**src/hdl/tef_pkg.sv**
```systemverilog
`default_nettype none
package tef_pkg;
    // Register byte offsets
    localparam logic [3:0] ADDR_FLAGS  = 4'h0;
    localparam logic [3:0] ADDR_ENABLE = 4'h4;
    localparam logic [3:0] ADDR_MASK   = 4'h8;
    localparam logic [3:0] ADDR_CTRL   = 4'hc;
    // Field positions in flag, enable and control registers
    localparam int BIT_WRAP    = 0;
    localparam int BIT_MATCH_A = 1;
    localparam int BIT_MATCH_B = 2;
    localparam int BIT_MATCH_C = 3;
    localparam int BIT_CAPTURE = 5;
    localparam int BIT_GIE     = 0;
    // Writable and implemented flag bits
    localparam logic [7:0] FLAG_MASK   = 8'h2f;
    localparam logic [7:0] FLAGS_RESET = 8'h00;
    localparam logic [7:0] ENABLE_RESET = 8'h00;
    localparam logic [7:0] MASK_RESET  = 8'h00;
    localparam logic [1:0] RESP_OKAY   = 2'h0;
    localparam logic [1:0] RESP_SLVERR = 2'h2;
endpackage
`default_nettype wire

```
**src/hdl/tef_event_flags.sv**
```systemverilog
`timescale 1ns/1ps
`default_nettype none
// How it works
// - Capture event sets capture_event_flag at bit 5.
// - In capture-as-top mode, counter reaching top also sets capture flag.
// - Capture interrupt requested when flag, its enable and global flag set.
// - Capture flag stays set until software writes one; hardware never clears.
// - Compare matches A, B, C set flags at bits 1, 2, 3.
// - Each compare interrupt requested when flag, enable and global flag set.
// - Compare flags clear only on write of one; zero leaves them.
// - Overflow sets wrap_flag bit 0; interrupt when enable and global set.
// - Overflow flag persists until software writes one to it.
// - Enable register: wrap bit 0, match A 1, B 2, C 3.
module tef_event_flags (
    input  wire logic        aclk,            // System clock
    input  wire logic        aresetn,         // Sync reset, active low
    input  wire logic        capture_event,   // Input capture pulse
    input  wire logic        capture_is_top,  // Capture register serves as top
    input  wire logic        count_at_top,    // Counter equals capture value
    input  wire logic        match_a_event,   // Count equals compare A
    input  wire logic        match_b_event,   // Count equals compare B
    input  wire logic        match_c_event,   // Count equals compare C
    input  wire logic        wrap_event,      // Counter overflow pulse
    output logic             capture_irq,     // Capture interrupt request
    output logic             match_a_irq,     // Compare A interrupt request
    output logic             match_b_irq,     // Compare B interrupt request
    output logic             match_c_irq,     // Compare C interrupt request
    output logic             wrap_irq,        // Overflow interrupt request
    output logic             irq,             // Masked summary interrupt
    input  wire logic [3:0]  s_axi_awaddr,    // Write address
    input  wire logic        s_axi_awvalid,   // Write address valid
    output logic             s_axi_awready,   // Write address ready
    input  wire logic [31:0] s_axi_wdata,     // Write data
    input  wire logic [3:0]  s_axi_wstrb,     // Write strobes
    input  wire logic        s_axi_wvalid,    // Write data valid
    output logic             s_axi_wready,    // Write data ready
    output logic [1:0]       s_axi_bresp,     // Write response
    output logic             s_axi_bvalid,    // Write response valid
    input  wire logic        s_axi_bready,    // Write response ready
    input  wire logic [3:0]  s_axi_araddr,    // Read address
    input  wire logic        s_axi_arvalid,   // Read address valid
    output logic             s_axi_arready,   // Read address ready
    output logic [31:0]      s_axi_rdata,     // Read data
    output logic [1:0]       s_axi_rresp,     // Read response
    output logic             s_axi_rvalid,    // Read data valid
    input  wire logic        s_axi_rready     // Read data ready
);

    // Timing seen from the bus: a write commits one cycle after both halves
    // are held and answers on that same edge; a read answers one cycle
    // after its address is taken. An event shows in the flag one cycle later
    // and in its request line one cycle after that.
    // The summary line uses the mask alone, so it can signal even while the
    // global flag is off; the per-source lines need enable and global flag.

    // Register state
    logic [7:0]  flags_q, flags_d;
    logic [7:0]  enable_q, enable_d;
    logic [7:0]  mask_q, mask_d;
    logic        gie_q, gie_d;
    logic [4:0]  irqs_d;
    logic        irq_d;
    // Write channel state
    logic        aw_held_q, aw_held_d;
    logic        w_held_q, w_held_d;
    logic [3:0]  awaddr_q, awaddr_d;
    logic [31:0] wdata_q, wdata_d;
    logic        wstrb0_q, wstrb0_d;
    logic        awready_d;
    logic        wready_d;
    logic        bvalid_d;
    logic [1:0]  bresp_d;
    // Read channel state
    logic        arready_d;
    logic        rvalid_d;
    logic [1:0]  rresp_d;
    logic [31:0] rdata_d;
    // Decoded write strobe and flag update vectors
    logic        do_write;
    logic [7:0]  set_vec;
    logic [7:0]  clr_vec;

    // Decode whether an address maps to a register
    function automatic logic addr_mapped(input logic [3:0] a);
        if (a == tef_pkg::ADDR_FLAGS) begin
            return 1'b1;
        end else if (a == tef_pkg::ADDR_ENABLE) begin
            return 1'b1;
        end else if (a == tef_pkg::ADDR_MASK) begin
            return 1'b1;
        end else if (a == tef_pkg::ADDR_CTRL) begin
            return 1'b1;
        end else begin
            return 1'b0;
        end
    endfunction

    // One request line: its flag, its enable and the global flag together
    // Shared by all five sources so they cannot drift apart in gating
    function automatic logic gated_request(input logic flag, input logic en, input logic glob);
        return flag & en & glob;
    endfunction

    // Write channel capture; address and data may arrive in either order
    // A new address may be held while a response waits; it commits afterwards
    always_comb begin
        aw_held_d = aw_held_q;
        w_held_d  = w_held_q;
        awaddr_d  = awaddr_q;
        wdata_d   = wdata_q;
        wstrb0_d  = wstrb0_q;
        bvalid_d  = s_axi_bvalid;
        bresp_d   = s_axi_bresp;
        do_write  = 1'b0;
        if (s_axi_awvalid && s_axi_awready) begin
            aw_held_d = 1'b1;
            awaddr_d  = s_axi_awaddr;
        end
        if (s_axi_wvalid && s_axi_wready) begin
            w_held_d = 1'b1;
            wdata_d  = s_axi_wdata;
            wstrb0_d = s_axi_wstrb[0];
        end
        if (s_axi_bvalid && s_axi_bready) begin
            bvalid_d = 1'b0;
        end
        // Commit once both halves are held and no response is pending
        if (aw_held_q && w_held_q && !s_axi_bvalid) begin
            do_write  = 1'b1;
            aw_held_d = 1'b0;
            w_held_d  = 1'b0;
            bvalid_d  = 1'b1;
            bresp_d   = addr_mapped(awaddr_q) ? tef_pkg::RESP_OKAY : tef_pkg::RESP_SLVERR;
        end
        // Ready drops after a handshake so each channel takes one item
        awready_d = !aw_held_d && !(s_axi_awvalid && s_axi_awready);
        wready_d  = !w_held_d && !(s_axi_wvalid && s_axi_wready);
    end

    // Hardware events; set wins over a same-cycle software clear
    // so an event landing on the clear cycle is never lost
    always_comb begin
        set_vec = 8'h00;
        set_vec[tef_pkg::BIT_CAPTURE] = capture_event
                                      | (capture_is_top & count_at_top);
        set_vec[tef_pkg::BIT_MATCH_A] = match_a_event;
        set_vec[tef_pkg::BIT_MATCH_B] = match_b_event;
        set_vec[tef_pkg::BIT_MATCH_C] = match_c_event;
        set_vec[tef_pkg::BIT_WRAP]    = wrap_event;
        clr_vec = 8'h00;
        if (do_write && wstrb0_q && awaddr_q == tef_pkg::ADDR_FLAGS) begin
            clr_vec = wdata_q[7:0] & tef_pkg::FLAG_MASK;
        end
        // Only software write-one clears; hardware never clears
        flags_d = ((flags_q & ~clr_vec) | set_vec) & tef_pkg::FLAG_MASK;
    end

    // Control registers; only byte lane 0 carries data
    // A write with lane 0 off is answered OKAY but changes nothing
    // Enable and mask keep the flag layout, so unused bits stay zero
    always_comb begin
        enable_d = enable_q;
        mask_d   = mask_q;
        gie_d    = gie_q;
        if (do_write && wstrb0_q) begin
            if (awaddr_q == tef_pkg::ADDR_ENABLE) begin
                enable_d = wdata_q[7:0] & tef_pkg::FLAG_MASK;
            end else if (awaddr_q == tef_pkg::ADDR_MASK) begin
                mask_d = wdata_q[7:0] & tef_pkg::FLAG_MASK;
            end else if (awaddr_q == tef_pkg::ADDR_CTRL) begin
                gie_d = wdata_q[tef_pkg::BIT_GIE];
            end
        end
    end

    // Per-source requests gated by enable and global flag
    always_comb begin
        // Levels: each falls once software clears its flag or enable
        irqs_d[0] = gated_request(flags_q[tef_pkg::BIT_WRAP], enable_q[tef_pkg::BIT_WRAP], gie_q);
        irqs_d[1] = gated_request(flags_q[tef_pkg::BIT_MATCH_A], enable_q[tef_pkg::BIT_MATCH_A], gie_q);
        irqs_d[2] = gated_request(flags_q[tef_pkg::BIT_MATCH_B], enable_q[tef_pkg::BIT_MATCH_B], gie_q);
        irqs_d[3] = gated_request(flags_q[tef_pkg::BIT_MATCH_C], enable_q[tef_pkg::BIT_MATCH_C], gie_q);
        irqs_d[4] = gated_request(flags_q[tef_pkg::BIT_CAPTURE], enable_q[tef_pkg::BIT_CAPTURE], gie_q);
        irq_d     = |(flags_q & mask_q);
    end

    // Read channel; one read at a time, answer one cycle after address
    // Unmapped offsets answer with an error and zero data
    always_comb begin
        rvalid_d = s_axi_rvalid;
        rresp_d  = s_axi_rresp;
        rdata_d  = s_axi_rdata;
        if (s_axi_rvalid && s_axi_rready) begin
            rvalid_d = 1'b0;
        end
        if (s_axi_arvalid && s_axi_arready) begin
            rvalid_d = 1'b1;
            rresp_d  = tef_pkg::RESP_OKAY;
            rdata_d  = 32'h0000_0000;
            if (s_axi_araddr == tef_pkg::ADDR_FLAGS) begin
                rdata_d[7:0] = flags_q;
            end else if (s_axi_araddr == tef_pkg::ADDR_ENABLE) begin
                rdata_d[7:0] = enable_q;
            end else if (s_axi_araddr == tef_pkg::ADDR_MASK) begin
                rdata_d[7:0] = mask_q;
            end else if (s_axi_araddr == tef_pkg::ADDR_CTRL) begin
                rdata_d[tef_pkg::BIT_GIE] = gie_q;
            end else begin
                rresp_d = tef_pkg::RESP_SLVERR;
            end
        end
        // No new address is taken while an answer waits for rready
        arready_d = !rvalid_d && !(s_axi_arvalid && s_axi_arready);
    end

    // Flag register; sets and clears are merged in the next-value logic
    // so this process only holds the result
    always_ff @(posedge aclk) begin
        if (!aresetn) begin
            flags_q <= tef_pkg::FLAGS_RESET;
        end else begin
            flags_q <= flags_d;
        end
    end

    // Enable, mask and global interrupt flag
    always_ff @(posedge aclk) begin
        if (!aresetn) begin
            enable_q <= tef_pkg::ENABLE_RESET;
            mask_q   <= tef_pkg::MASK_RESET;
            gie_q    <= 1'b0;
        end else begin
            enable_q <= enable_d;
            mask_q   <= mask_d;
            gie_q    <= gie_d;
        end
    end

    // Write channel; readys stay low in reset so nothing is taken early
    // Held address and data wait here until the commit cycle
    always_ff @(posedge aclk) begin
        if (!aresetn) begin
            aw_held_q     <= 1'b0;
            w_held_q      <= 1'b0;
            awaddr_q      <= 4'h0;
            wdata_q       <= 32'h0000_0000;
            wstrb0_q      <= 1'b0;
            s_axi_awready <= 1'b0;
            s_axi_wready  <= 1'b0;
            s_axi_bvalid  <= 1'b0;
            s_axi_bresp   <= 2'h0;
        end else begin
            aw_held_q     <= aw_held_d;
            w_held_q      <= w_held_d;
            awaddr_q      <= awaddr_d;
            wdata_q       <= wdata_d;
            wstrb0_q      <= wstrb0_d;
            s_axi_awready <= awready_d;
            s_axi_wready  <= wready_d;
            s_axi_bvalid  <= bvalid_d;
            s_axi_bresp   <= bresp_d;
        end
    end

    // Read channel; data and response stand with rvalid
    // until the master takes them
    always_ff @(posedge aclk) begin
        if (!aresetn) begin
            s_axi_arready <= 1'b0;
            s_axi_rvalid  <= 1'b0;
            s_axi_rresp   <= 2'h0;
            s_axi_rdata   <= 32'h0000_0000;
        end else begin
            s_axi_arready <= arready_d;
            s_axi_rvalid  <= rvalid_d;
            s_axi_rresp   <= rresp_d;
            s_axi_rdata   <= rdata_d;
        end
    end

    // Interrupt outputs come from flip-flops; this costs one cycle of
    // latency but keeps the request lines free of glitches
    always_ff @(posedge aclk) begin
        if (!aresetn) begin
            wrap_irq    <= 1'b0;
            match_a_irq <= 1'b0;
            match_b_irq <= 1'b0;
            match_c_irq <= 1'b0;
            capture_irq <= 1'b0;
            irq         <= 1'b0;
        end else begin
            wrap_irq    <= irqs_d[0];
            match_a_irq <= irqs_d[1];
            match_b_irq <= irqs_d[2];
            match_c_irq <= irqs_d[3];
            capture_irq <= irqs_d[4];
            irq         <= irq_d;
        end
    end

endmodule
`default_nettype wire

```
**config.mk**
```make
export PLATFORM = sky130hd
export DESIGN_NAME = tef_event_flags
export DESIGN_NICKNAME = d
export VERILOG_FILES = /design/src/hdl/tef_pkg.sv /design/src/hdl/tef_event_flags.sv
export SDC_FILE = /design/constraint.sdc
export NUM_CORES = 1
export LEC_CHECK = 0
export ABC_AREA = 1
export BUFFER_PORTS_ARGS = -buffer_cell sky130_fd_sc_hd__buf_2
export CORE_MARGIN = 2
export CORE_UTILIZATION = 37
export DETAILED_ROUTE_END_ITERATION = 12
export GPL_ROUTABILITY_DRIVEN = 0
export PLACE_DENSITY = 0.7
export SYNTH_ARGS = -nofsm -noshare
export SYNTH_HDL_FRONTEND = slang
export SYNTH_SLANG_ARGS = --single-unit
```
**constraint.sdc**
```tcl
create_clock -name aclk -period 1.5 [get_ports aclk]
set_input_delay 0.225 -clock aclk [delete_from_list [all_inputs] [get_ports aclk]]
set_output_delay 0.225 -clock aclk [all_outputs]
set_load 0.005 [all_outputs]
```
Yosys cells after proc, flatten, opt, wreduce, memory -nomap -nowiden

Cells that the tools add are included.

Equality and inequality tests: 6
Muxes and demuxes: 25
Bitwise operators: 18
Reduce and logical (&&, ||, !) cells: 26

Operators by type and width:

| operator           | count |
|---|---|
| $mux 6             | 3 |
| $eq 4x4->1 const B | 4 |
| $mux 1             | 16 |
| $and 6x6->6        | 2 |
| $logic_and 1x1->1  | 12 |
| $and 1x1->1        | 11 |
| $mux 2             | 5 |
| $eq 4x3->1 const B | 2 |
| $logic_not 4->1    | 2 |
| $reduce_or 8->1    | 1 |
| $logic_not 1->1    | 7 |
| $not 6->6          | 1 |
| $or 6x6->6         | 1 |
| $mux 5             | 1 |
| $reduce_and 4->1   | 1 |
| $reduce_and 3->1   | 1 |
| $not 1->1          | 2 |
| $reduce_and 2->1   | 1 |
| $reduce_bool 2->1  | 1 |
| $or 1x1->1         | 1 |

Register bits after elaboration: 52
Input port bits: 58
Output and inout bits: 47
Word-level logic and storage cells: 98

Logic depth before layout (Yosys ltp)

Gate-level depths: netlist of run 1.

Depth in word-level cells: 9
Mapped depth: 7
Gate-level depth less buffers: 7

Worst setup path before layout of run 1

No wires, ideal clock.

Kind: flip-flop to flip-flop
Start: register s_axi_bvalid
End: register enable_q[2]
Setup time: 0.111 ns
Data arrival time: 0.966 ns
Required time: 1.389 ns
Path slack: 0.422 ns
Cell stages (with the launch flop): 8
Path buffers: 1
Period minus slack after synthesis: 1.078 ns
Path through: dfxtp_1 inv_1 nand3_4 nor2_8 buf_6 nand3_1 nand2_1 nor2_1

Word-level cells in the longest chain between the ends: 5

Ends and longest elaborated chain:

| element                    | RTL line               | source |
|---|---|---|
| start, declared            | tef_event_flags.sv:38  | `output logic s_axi_bvalid,` |
| start signal, assigned     | tef_event_flags.sv:260 | `s_axi_bvalid <= bvalid_d;` |
| $logic_not 1->1            | tef_event_flags.sv:128 | `if (aw_held_q && w_held_q && !s_axi_bvalid) begin` |
| $logic_and 1x1->1          | tef_event_flags.sv:128 |  |
| $mux 1                     | tef_event_flags.sv:128 |  |
| $logic_and 1x1->1          | tef_event_flags.sv:165 | `if (do_write && wstrb0_q) begin` |
| $reduce_and 2->1 (no line) | --                     |  |
| end signal, assigned       | tef_event_flags.sv:229 | `enable_q <= tef_pkg::ENABLE_RESET;` |
| end signal, assigned       | tef_event_flags.sv:233 | `enable_q <= enable_d;` |
| end, declared              | tef_event_flags.sv:58  | `logic [7:0] enable_q, enable_d;` |

No other way between the ends.
A chain may end at the register's enable or synchronous reset.

Worst setup path in the final report of run 1

Start: register s_axi_bvalid
End: register mask_q[2]

Word-level cells in the longest chain between the ends: 5

Ends and longest elaborated chain:

| element                    | RTL line               | source |
|---|---|---|
| $logic_not 1->1            | tef_event_flags.sv:128 |  |
| $logic_and 1x1->1          | tef_event_flags.sv:128 |  |
| $mux 1                     | tef_event_flags.sv:128 |  |
| $logic_and 1x1->1          | tef_event_flags.sv:165 |  |
| $reduce_and 3->1 (no line) | --                     |  |
| end signal, assigned       | tef_event_flags.sv:230 | `mask_q <= tef_pkg::MASK_RESET;` |
| end signal, assigned       | tef_event_flags.sv:234 | `mask_q <= mask_d;` |
| end, declared              | tef_event_flags.sv:59  | `logic [7:0] mask_q, mask_d;` |

No other way between the ends.

==> results of run 1 <==
final cells by class:
class	count	area, um2
fill	585	3130
multi-input combinational	203	940
sequential	46	921
timing repair buffer	48	248
inverter	33	124
tap	72	90.1
clock buffer	7	86.3
clock inverter	1	5.00
worst reg2reg max path, delay by kind of cell (launching register included):
family                 cells  cell delay, ns
AND/OR/NAND/NOR            6            0.73
buffers and inverters      1            0.11
flip-flops                 1            0.33
through the flow:
| stage | util (%) | worst slack [ns] | cell area, um2 |
|---|---|---|---|
| global placement | 41.9 | 0.298 | 2320 |
| CTS | 43.6 | 0.262 | 2410 |
| finish | 43.6 | 0.263 | 2410 |
| floorplan | - | 0.422 | 2240 |
| detailed placement | 41.9 | 0.263 | 2320 |
| global route | 43.6 | 0.139 | 2410 |
cells in the mapped netlist:
| cell type | n |
|---|---|
| nor2_2 | 2 |
| conb_1 | 1 |
| nand3_4 | 1 |
| inv_2 | 3 |
| inv_1 | 30 |
| nor2_1 | 36 |
| buf_6 | 1 |
| a21oi_1 | 23 |
| nor3_4 | 1 |
| and2_4 | 1 |
| buf_4 | 29 |
| nor2_4 | 2 |
| a31oi_1 | 2 |
| nand3_1 | 17 |
| o21ai_0 | 20 |
| nand4_1 | 8 |
| nand2_1 | 54 |
| dfxtp_1 | 46 |
| nor3_1 | 4 |
| clkbuf_1 | 5 |
| nand2_2 | 1 |
| buf_1 | 1 |
| nor2_8 | 1 |
| and3_1 | 1 |
power by group through the flow:
stage	Clock (uW)	Sequential (uW)	Combinational [uW]
after floorplan	0	1340	230
after global placement	0	1340	280
after detailed placement	0	1340	286
after CTS	797	1320	287
after global routing	851	1320	329
final	768	1320	287
cells by family (layout without fill, tap and decap cells):
group           Yosys count  after routing
compound gates           45             45
buf+inv                  69             89
flops                    46             46
other cells               1             29
simple gates            129            129
registers in the layout, indices dropped and copies added, names as in the netlist, 4 cells and up:
name,count
enable_q,5
flags_q,5
mask_q,5
s_axi_rdata,5
wdata_q,5
awaddr_q,4
path summary, 6_finish.rpt:
| path | endpoint | cells after the start | slack, ns | startpoint |
|---|---|---|---|---|
| min | flags_q[0] | 3 | 0.16 | wrap_event |
| max reg2reg | mask_q[2] | 7 | 0.26 | s_axi_bvalid |
| min reg2reg | wrap_irq | 2 | 0.46 | enable_q[0] |
| max | mask_q[2] | 7 | 0.26 | s_axi_bvalid |
per-layer routing:
| layer | up-vias | wire length (um) | global-route usage [%] |
|---|---|---|---|
| li1 | 955 | - | - |
| met1 | 777 | 2010 | 17.0 |
| met2 | 72 | 1760 | 21.5 |
| met3 | 16 | 315 | 3.51 |
| met4 | 0 | 134 | 7.63 |
| met5 | - | 0 | 0 |
==> impl_metrics.py, run 1 <==
metrics = {
    "synth": {
        "synth_area_per_cell_um2": 7.35,
        "synthMuxAreaShare_pct": 0,
        "synthSimpleGateAreaFrac_pct": 28.3,
        "synth-compound-area-share_pct": 10.7,
        "synth.top_cell.area_share_pct": 43.2,
        "synth_xor_area_share_pct": 0,
        "syn_inst": 290,
        "synthAdderAreaFrac_pct": 0,
        "synth_area_um2": 2130,
        "yosysSeqAreaShare_pct": 43.2,
        "synth_top_family_by_area": "simple AND/OR/NAND/NOR gates",
        "ys_top_cells_by_area": "dfxtp_1 (43%), buf_4 (10%), nand2_1 (9.5%), nor2_1 (6.3%), a21oi_1 (5.4%)",
        "yosys_warnings": 0,
        "yosysUniqueCellTypes": 24,
        "ys_ff_latch": 46,
        "yosysTopAreaCell": "dfxtp_1",
    },
    "critical_path": {
        "cp.arrival_ns": 1.47,
        "worst_ep_required_time_ns": 1.74,
        "crit_path_frequent_cell": "nor2_1",
        "slowest_delay_ns": 0.33,
        "path_class": "flop to flop",
        "path_buf_inv": 1,
        "crit_family": "simple AND/OR/NAND/NOR gates",
        "slowest_stage": "dfxtp_1",
        "end_kind": "flop",
        "start_kind": "flop",
        "cp_max_fo": 19,
        "crit_chain": "inv_1 -> nand3_4 -> nor2_8 -> nand2_2 -> nor2_4 -> nor2_1 -> nor2_1",
    },
    "power": {
        "swShare_pct": 26.1,
        "internal_power_uw": 1750,
        "powerDensity_nw_per_um2": 982,
        "pwr-share-clk_pct": 32.4,
        "irDropWorstVdd_v": 0.000664,
        "p_sw_uw": 620,
        "power_frac_comb_pct": 12.1,
        "pwr-share-seq_pct": 55.5,
        "p_leak_uw": 0.00118,
        "finalPower_uw": 2370,
    },
    "sta": {
        "hold-worst-slack_ns": 0.160,
        "fmax_mhz": 808,
        "finalSetupViolCount": 0,
        "rsz0062_at_grt": "false",
        "hold_violations": 0,
        "fin_skew_ns": 0.00512,
        "finalCritPeriodShare_pct": 82.5,
        "report.final.slew_viol_count": 0,
        "post-route-min-period_ns": 1.24,
        "finalSetupTns_ns": 0,
    },
    "clock_tree": {
        "cts_max_path_buffers": 2,
        "h-tree-depth": 2,
        "clock-sinks": 46,
        "cts_setup_buffers": 0,
        "cts_buffers": 5,
        "cts_tree": "yes",
        "clockRootBuffer": "clkbuf_8",
        "ctsResizeCount": 0,
        "insertion_delay_ns": 0.30,
        "path_clk_slew_ns": 0.08,
        "cts_hold_buf": 0,
    },
    "grt": {
        "grt.overflow.total": 0,
        "grt_pass1_vias": 1609,
        "grt_max_degree": 21,
        "grt_usage_pct": 13.7,
        "grt_pass1_wl_um": 6800,
        "antenna_found_initial": 0,
    },
    "drt": {
        "ant_nets": 0,
        "drc": 0,
        "wl_per_cell_um": 10.3,
        "vias_per_cell": 4.44,
        "drtIter0Drc": 112,
        "drt_pass1_iterations": 4,
        "routed_wl_um": 4220,
        "routed-via-count": 1820,
    },
    "flow_run": {
        "drv_cap": 0,
    },
    "cells_and_area": {
        "final_cell_mix": "nand2_1 (54), dfxtp_1 (46), buf_2 (45)",
        "final_cells": 410,
        "final_common_cell": "nand2_1",
        "fin_nets": 395,
        "antenna_cells": 0,
        "layout-drive-gt1-share_pct": 19.8,
        "syn_to_final_growth_pct": 13.3,
    },
    "die": {
        "ios": 105,
        "die-height_um": 79.9,
        "start_util_pct": 38.5,
        "die_w_um": 79.9,
        "core-area_um2": 5540,
        "fp-row-count": 27,
        "dieArea_um2": 6380,
    },
    "run_status": {
        "status": "completed",
    },
    "place": {
        "dp_hpwl_um": 3240,
        "port-buffer-count": 45,
        "dp_cells": 402,
    },
    "hold_path": {
        "hp-class": "primary input to flop",
    },
}
(Power assumes the default switching activity.)
==> inputs of run 2 (changes only) <==
PLACE_DENSITY = 0.72   (was 0.7)
clock period = 1.1 ns   (was 1.5 ns; I/O delays follow)
==> impl_metrics.py, run 2 (synthesis results as in run 1) <==
metrics = {
    "critical_path": {
        "path_class": "flop to flop",
        "slowest_delay_ns": 0.33,
        "slowest_stage": "dfxtp_2",
        "cp.arrival_ns": 1.41,
        "worst_ep_required_time_ns": 1.34,
        "start_kind": "flop",
        "cp_max_fo": 5,
        "crit_chain": "inv_2 -> nand3_4 -> nor2_8 -> nand2_2 -> nor2_4 -> nor2_1 -> nor2_1",
        "end_kind": "flop",
        "crit_path_frequent_cell": "nor2_1",
    },
    "run_status": {
        "status": "finished, violations left",
        "violations": "negative setup slack",
    },
    "clock_tree": {
        "clock-sinks": 46,
        "cts_max_path_buffers": 2,
        "cts_buffers": 5,
        "h-tree-depth": 2,
        "path_clk_slew_ns": 0.08,
        "insertion_delay_ns": 0.30,
        "cts_hold_buf": 0,
        "clockRootBuffer": "clkbuf_8",
        "cts_tree": "yes",
    },
    "power": {
        "irDropWorstVdd_v": 0.000645,
        "pwr-share-seq_pct": 53.9,
        "swShare_pct": 26.6,
        "internal_power_uw": 2450,
        "p_leak_uw": 0.00125,
        "p_sw_uw": 888,
        "powerDensity_nw_per_um2": 1280,
        "pwr-share-clk_pct": 31.7,
        "power_frac_comb_pct": 14.4,
    },
    "cells_and_area": {
        "antenna_cells": 0,
        "final_cells": 428,
        "layout-drive-gt1-share_pct": 28.4,
        "ff_latch_area_um2": 928,
        "final_common_cell": "nand2_1",
        "final_cell_mix": "nand2_1 (52), buf_2 (45), dfxtp_1 (40)",
        "fin_nets": 413,
        "syn_to_final_growth_pct": 22.3,
        "nFillCells": 551,
        "multi_input_area_um2": 995,
        "fin_area_um2": 2610,
    },
    "grt": {
        "grt_max_degree": 25,
        "grt_pass1_vias": 1656,
        "antenna_found_initial": 0,
        "grt_usage_pct": 14.8,
        "grt_pass1_wl_um": 7400,
        "grt.overflow.total": 0,
    },
    "die": {
        "start_util_pct": 38.5,
        "fp-row-count": 27,
        "die_w_um": 79.9,
        "dieArea_um2": 6380,
        "core-area_um2": 5540,
        "ios": 105,
        "die-height_um": 79.9,
    },
    "sta": {
        "hold_violations": 0,
        "finalSetupViolCount": 9,
        "fin_ws_ns": -0.0699,
        "fmax_mhz": 855,
        "fin_skew_ns": 0.00739,
        "report.final.slew_viol_count": 0,
        "post-route-min-period_ns": 1.17,
        "rsz0062_at_grt": "true",
        "finalCritPeriodShare_pct": 106,
        "finalSetupTns_ns": -0.197,
    },
    "drt": {
        "drtIter0Drc": 109,
        "routed-via-count": 1913,
        "drt_pass1_iterations": 4,
        "routed_wl_um": 4620,
        "drc": 0,
        "vias_per_cell": 4.47,
        "ant_nets": 0,
        "wl_per_cell_um": 10.8,
    },
    "place": {
        "dp_cells": 414,
        "port-buffer-count": 45,
        "dpl-instance-area_um2": 2420,
        "dp_hpwl_um": 3260,
    },
    "flow_run": {
        "drv_cap": 0,
    },
    "hold_path": {
        "hp-class": "primary input to flop",
    },
}
## run 2: cell count changes in the layout (fill, tap and decap cells not counted), sizes merged
cell / change
nor2: +3
clkinvlp: +1
buf: +15
inv: -1
## run 2: final timing paths
| path | startpoint | end | slack, ns | depth (start not counted) |
|---|---|---|---|---|
| worst min register to register | enable_q[0] | wrap_irq | 0.47 | 2 |
| worst max register to register | s_axi_bvalid | mask_q[5] | -0.07 | 7 |
| worst min-delay path | match_c_event | flags_q[3] | 0.1 | 3 |
| worst max-delay path | s_axi_bvalid | mask_q[5] | -0.07 | 7 |
## run 2: worst max-delay path: cells and delay by family, from the launching register on
kind	cells	cell delay (ns)
AND/OR/NAND/NOR	6	0.71
flip-flops	1	0.33
buffers and inverters	1	0.07
## run 2: routing by layer
layer,vias to the layer above,GRT usage (%),wire [um]
li1,1001,-,-
met1,839,19.3,2210
met2,70,23.7,2040
met3,3,4.75,330
met4,0,3.56,33
met5,-,0,0
## run 2: stage by stage
step / power [uW] / utilization (%) / setup WS [ns] / hold slack (ns)
global route: 3520 / 47.0 / -0.111 / 0.0858
finish: 3340 / 47.0 / -0.0699 / 0.0984
detailed placement: 2280 / 43.8 / -0.0884 / 0.418
floorplan: 2140 / - / 0.0224 / 0.294
global placement: 2270 / 43.8 / -0.0679 / 0.417
CTS: 3360 / 46.2 / -0.0556 / 0.0908
## run 2: final cells by class
class | count | area share (%)
Multi-Input combinational cell | 206 | 38.2
Sequential cell | 46 | 35.6
Timing Repair Buffer | 63 | 14.3
Inverter | 33 | 4.90
Tap cell | 72 | 3.46
Clock buffer | 7 | 3.31
Clock inverter | 1 | 0.192
## run 2: timing repair
item / 4_1_cts / 5_1_grt
buffers inserted: 2 / 1
pin swaps: 6 / 11
endpoints found under the setup margin: 16 / 20
gates resized for setup: 8 / 10
gates cloned: 2 / 1
## run 2: power by group through the flow
stage	Sequential [uW]	Clock, uW	Combinational, uW
floorplan	1830	0	313
global placement	1830	0	438
global route	1810	1170	540
finish	1800	1060	480
CTS	1800	1100	459
detailed placement	1830	0	445
==> inputs of run 3 (changes only) <==
PLACE_DENSITY = 0.69   (was 0.72)
TNS_END_PERCENT = 1   (was not set)
==> impl_metrics.py, run 3 (synthesis results as in run 1) <==
metrics = {
    "drt": {
        "ant_nets": 0,
        "dr_wl_met3_um": 307,
        "dr.max_layer_used": "met4",
        "routed_wl_um": 4500,
        "routed-wl-met2_um": 2120,
        "vias_per_cell": 4.50,
        "wl_per_cell_um": 10.5,
        "drtIter0Drc": 138,
        "routedLengthMet1_um": 2000,
        "drt_pass1_iterations": 4,
        "drc": 0,
        "routed-via-count": 1932,
    },
    "clock_tree": {
        "cts_hold_buf": 0,
        "cts_tree": "yes",
        "h-tree-depth": 2,
        "cts_max_path_buffers": 2,
        "insertion_delay_ns": 0.30,
        "clock-sinks": 46,
        "cts_buffers": 5,
        "path_clk_slew_ns": 0.09,
        "clockRootBuffer": "clkbuf_8",
    },
    "place": {
        "port-buffer-count": 45,
        "dpl-instance-area_um2": 2430,
        "dp_hpwl_um": 3460,
        "pre_cts_ws_ns": -0.0943,
        "dp_cells": 416,
    },
    "die": {
        "die-height_um": 79.9,
        "start_util_pct": 38.5,
        "dieArea_um2": 6380,
        "fp-row-count": 27,
        "die_w_um": 79.9,
        "ios": 105,
        "core-area_um2": 5540,
    },
    "critical_path": {
        "reg2regPathDepth": 7,
        "cp.arrival_ns": 1.29,
        "slowest_stage": "dfxtp_2",
        "crit_family": "simple AND/OR/NAND/NOR gates",
        "cp_max_fo": 7,
        "start_kind": "flop",
        "crit_chain": "inv_2 -> nand3_4 -> nor2_8 -> buf_4 -> nand3_1 -> nand2_1 -> nor2_1",
        "end_kind": "flop",
        "path_class": "flop to flop",
        "cp.depth": 7,
        "worst_ep_required_time_ns": 1.29,
        "path_buf_inv": 2,
        "slowest_delay_ns": 0.33,
    },
    "cells_and_area": {
        "final_cells": 429,
        "syn_to_final_growth_pct": 22.5,
        "final_common_cell": "nand2_1",
        "final_cell_mix": "nand2_1 (53), buf_2 (45), dfxtp_1 (40)",
        "antenna_cells": 0,
        "fin_area_um2": 2610,
        "layout-drive-gt1-share_pct": 27.2,
        "fin_nets": 414,
    },
    "sta": {
        "finalSetupViolCount": 0,
        "finalSetupTns_ns": 0,
        "finalCritPeriodShare_pct": 99.8,
        "hold_violations": 0,
        "fmax_mhz": 911,
        "fin_skew_ns": 0.00839,
        "fin_ws_ns": 0.00252,
        "report.final.slew_viol_count": 0,
        "rsz0062_at_grt": "true",
        "post-route-min-period_ns": 1.10,
    },
    "power": {
        "irDropWorstVdd_v": 0.000569,
        "finalPower_uw": 3490,
        "p_leak_uw": 0.00128,
        "powerDensity_nw_per_um2": 1340,
    },
    "run_status": {
        "status": "completed",
    },
    "grt": {
        "grt_max_degree": 25,
        "antenna_found_initial": 0,
        "grt.overflow.total": 0,
        "grt_usage_pct": 15.1,
        "grt_pass1_vias": 1747,
        "grt_pass1_wl_um": 7600,
    },
    "hold_path": {
        "hold-path-cell-count": 3,
        "hp-class": "primary input to flop",
    },
    "flow_run": {
        "drv_cap": 0,
    },
}
==> run 3: changes by cell type in the layout (fill, tap and decap cells not counted), moves of 2 or more <==
cell     before  now
nor2_4        5    3
nand3_1      15   17
nand3_2       2    0
buf_4        17   19
inv_2         6    4
nand2_2       3    1
buf_6         0    2
inv_4         0    2
==> run 3: path summary, 6_finish.rpt <==
kind | start | end | slack [ns]
max | s_axi_bvalid | enable_q[3] | 0.003
min | match_c_event | flags_q[3] | 0.1
min reg2reg | enable_q[5] | capture_irq | 0.47
max reg2reg | s_axi_bvalid | enable_q[3] | 0.003
==> run 3: area by class of cell <==
type / instances / area (um2)
clock buffers: 7 / 76.3
well taps: 72 / 90.1
inverters: 33 / 129
multi-input cells: 204 / 963
fillers: 603 / 2930
flip-flops and latches: 46 / 931
repair buffers: 66 / 390
clock inverters: 1 / 30.0
==> run 3: worst reg2reg max path, cell delays in order (launching register included) <==
cell and delay, ns:
dfxtp_2 0.33, inv_2 0.07, nand3_4 0.11, nor2_8 0.16, buf_4 0.14, nand3_1 0.07
nand2_1 0.07, nor2_1 0.04
==> run 3: through the flow <==
stage | util [%] | hold WS, ns
6_report | 47.1 | 0.0994
3_3_place_gp | 43.8 | 0.410
5_1_grt | 47.1 | 0.0946
3_5_place_dp | 43.8 | 0.411
4_1_cts | 46.5 | 0.0958
2_1_floorplan | - | 0.294
==> run 3: metal layers <==
layer | track usage (%) | vias to the layer above
li1 | - | 997
met1 | 18.6 | 859
met2 | 25.1 | 68
met3 | 3.28 | 8
met4 | 6.61 | 0
met5 | 0 | -
==> run 3: what timing repair did <==
| item | CTS | global route |
|---|---|---|
| cloned | 1 | 0 |
| pin swaps | 3 | 3 |
| setup endpoints to repair | 15 | 18 |
| buffers inserted | 3 | 1 |
| resized for setup | 6 | 12 |
==> run 3: where the power goes <==
group | internal, uW | leakage, uW | switching, uW
clock network | 680 | 0.0000524 | 535
registers | 1750 | 0.000379 | 56.4
logic | 198 | 0.000846 | 275
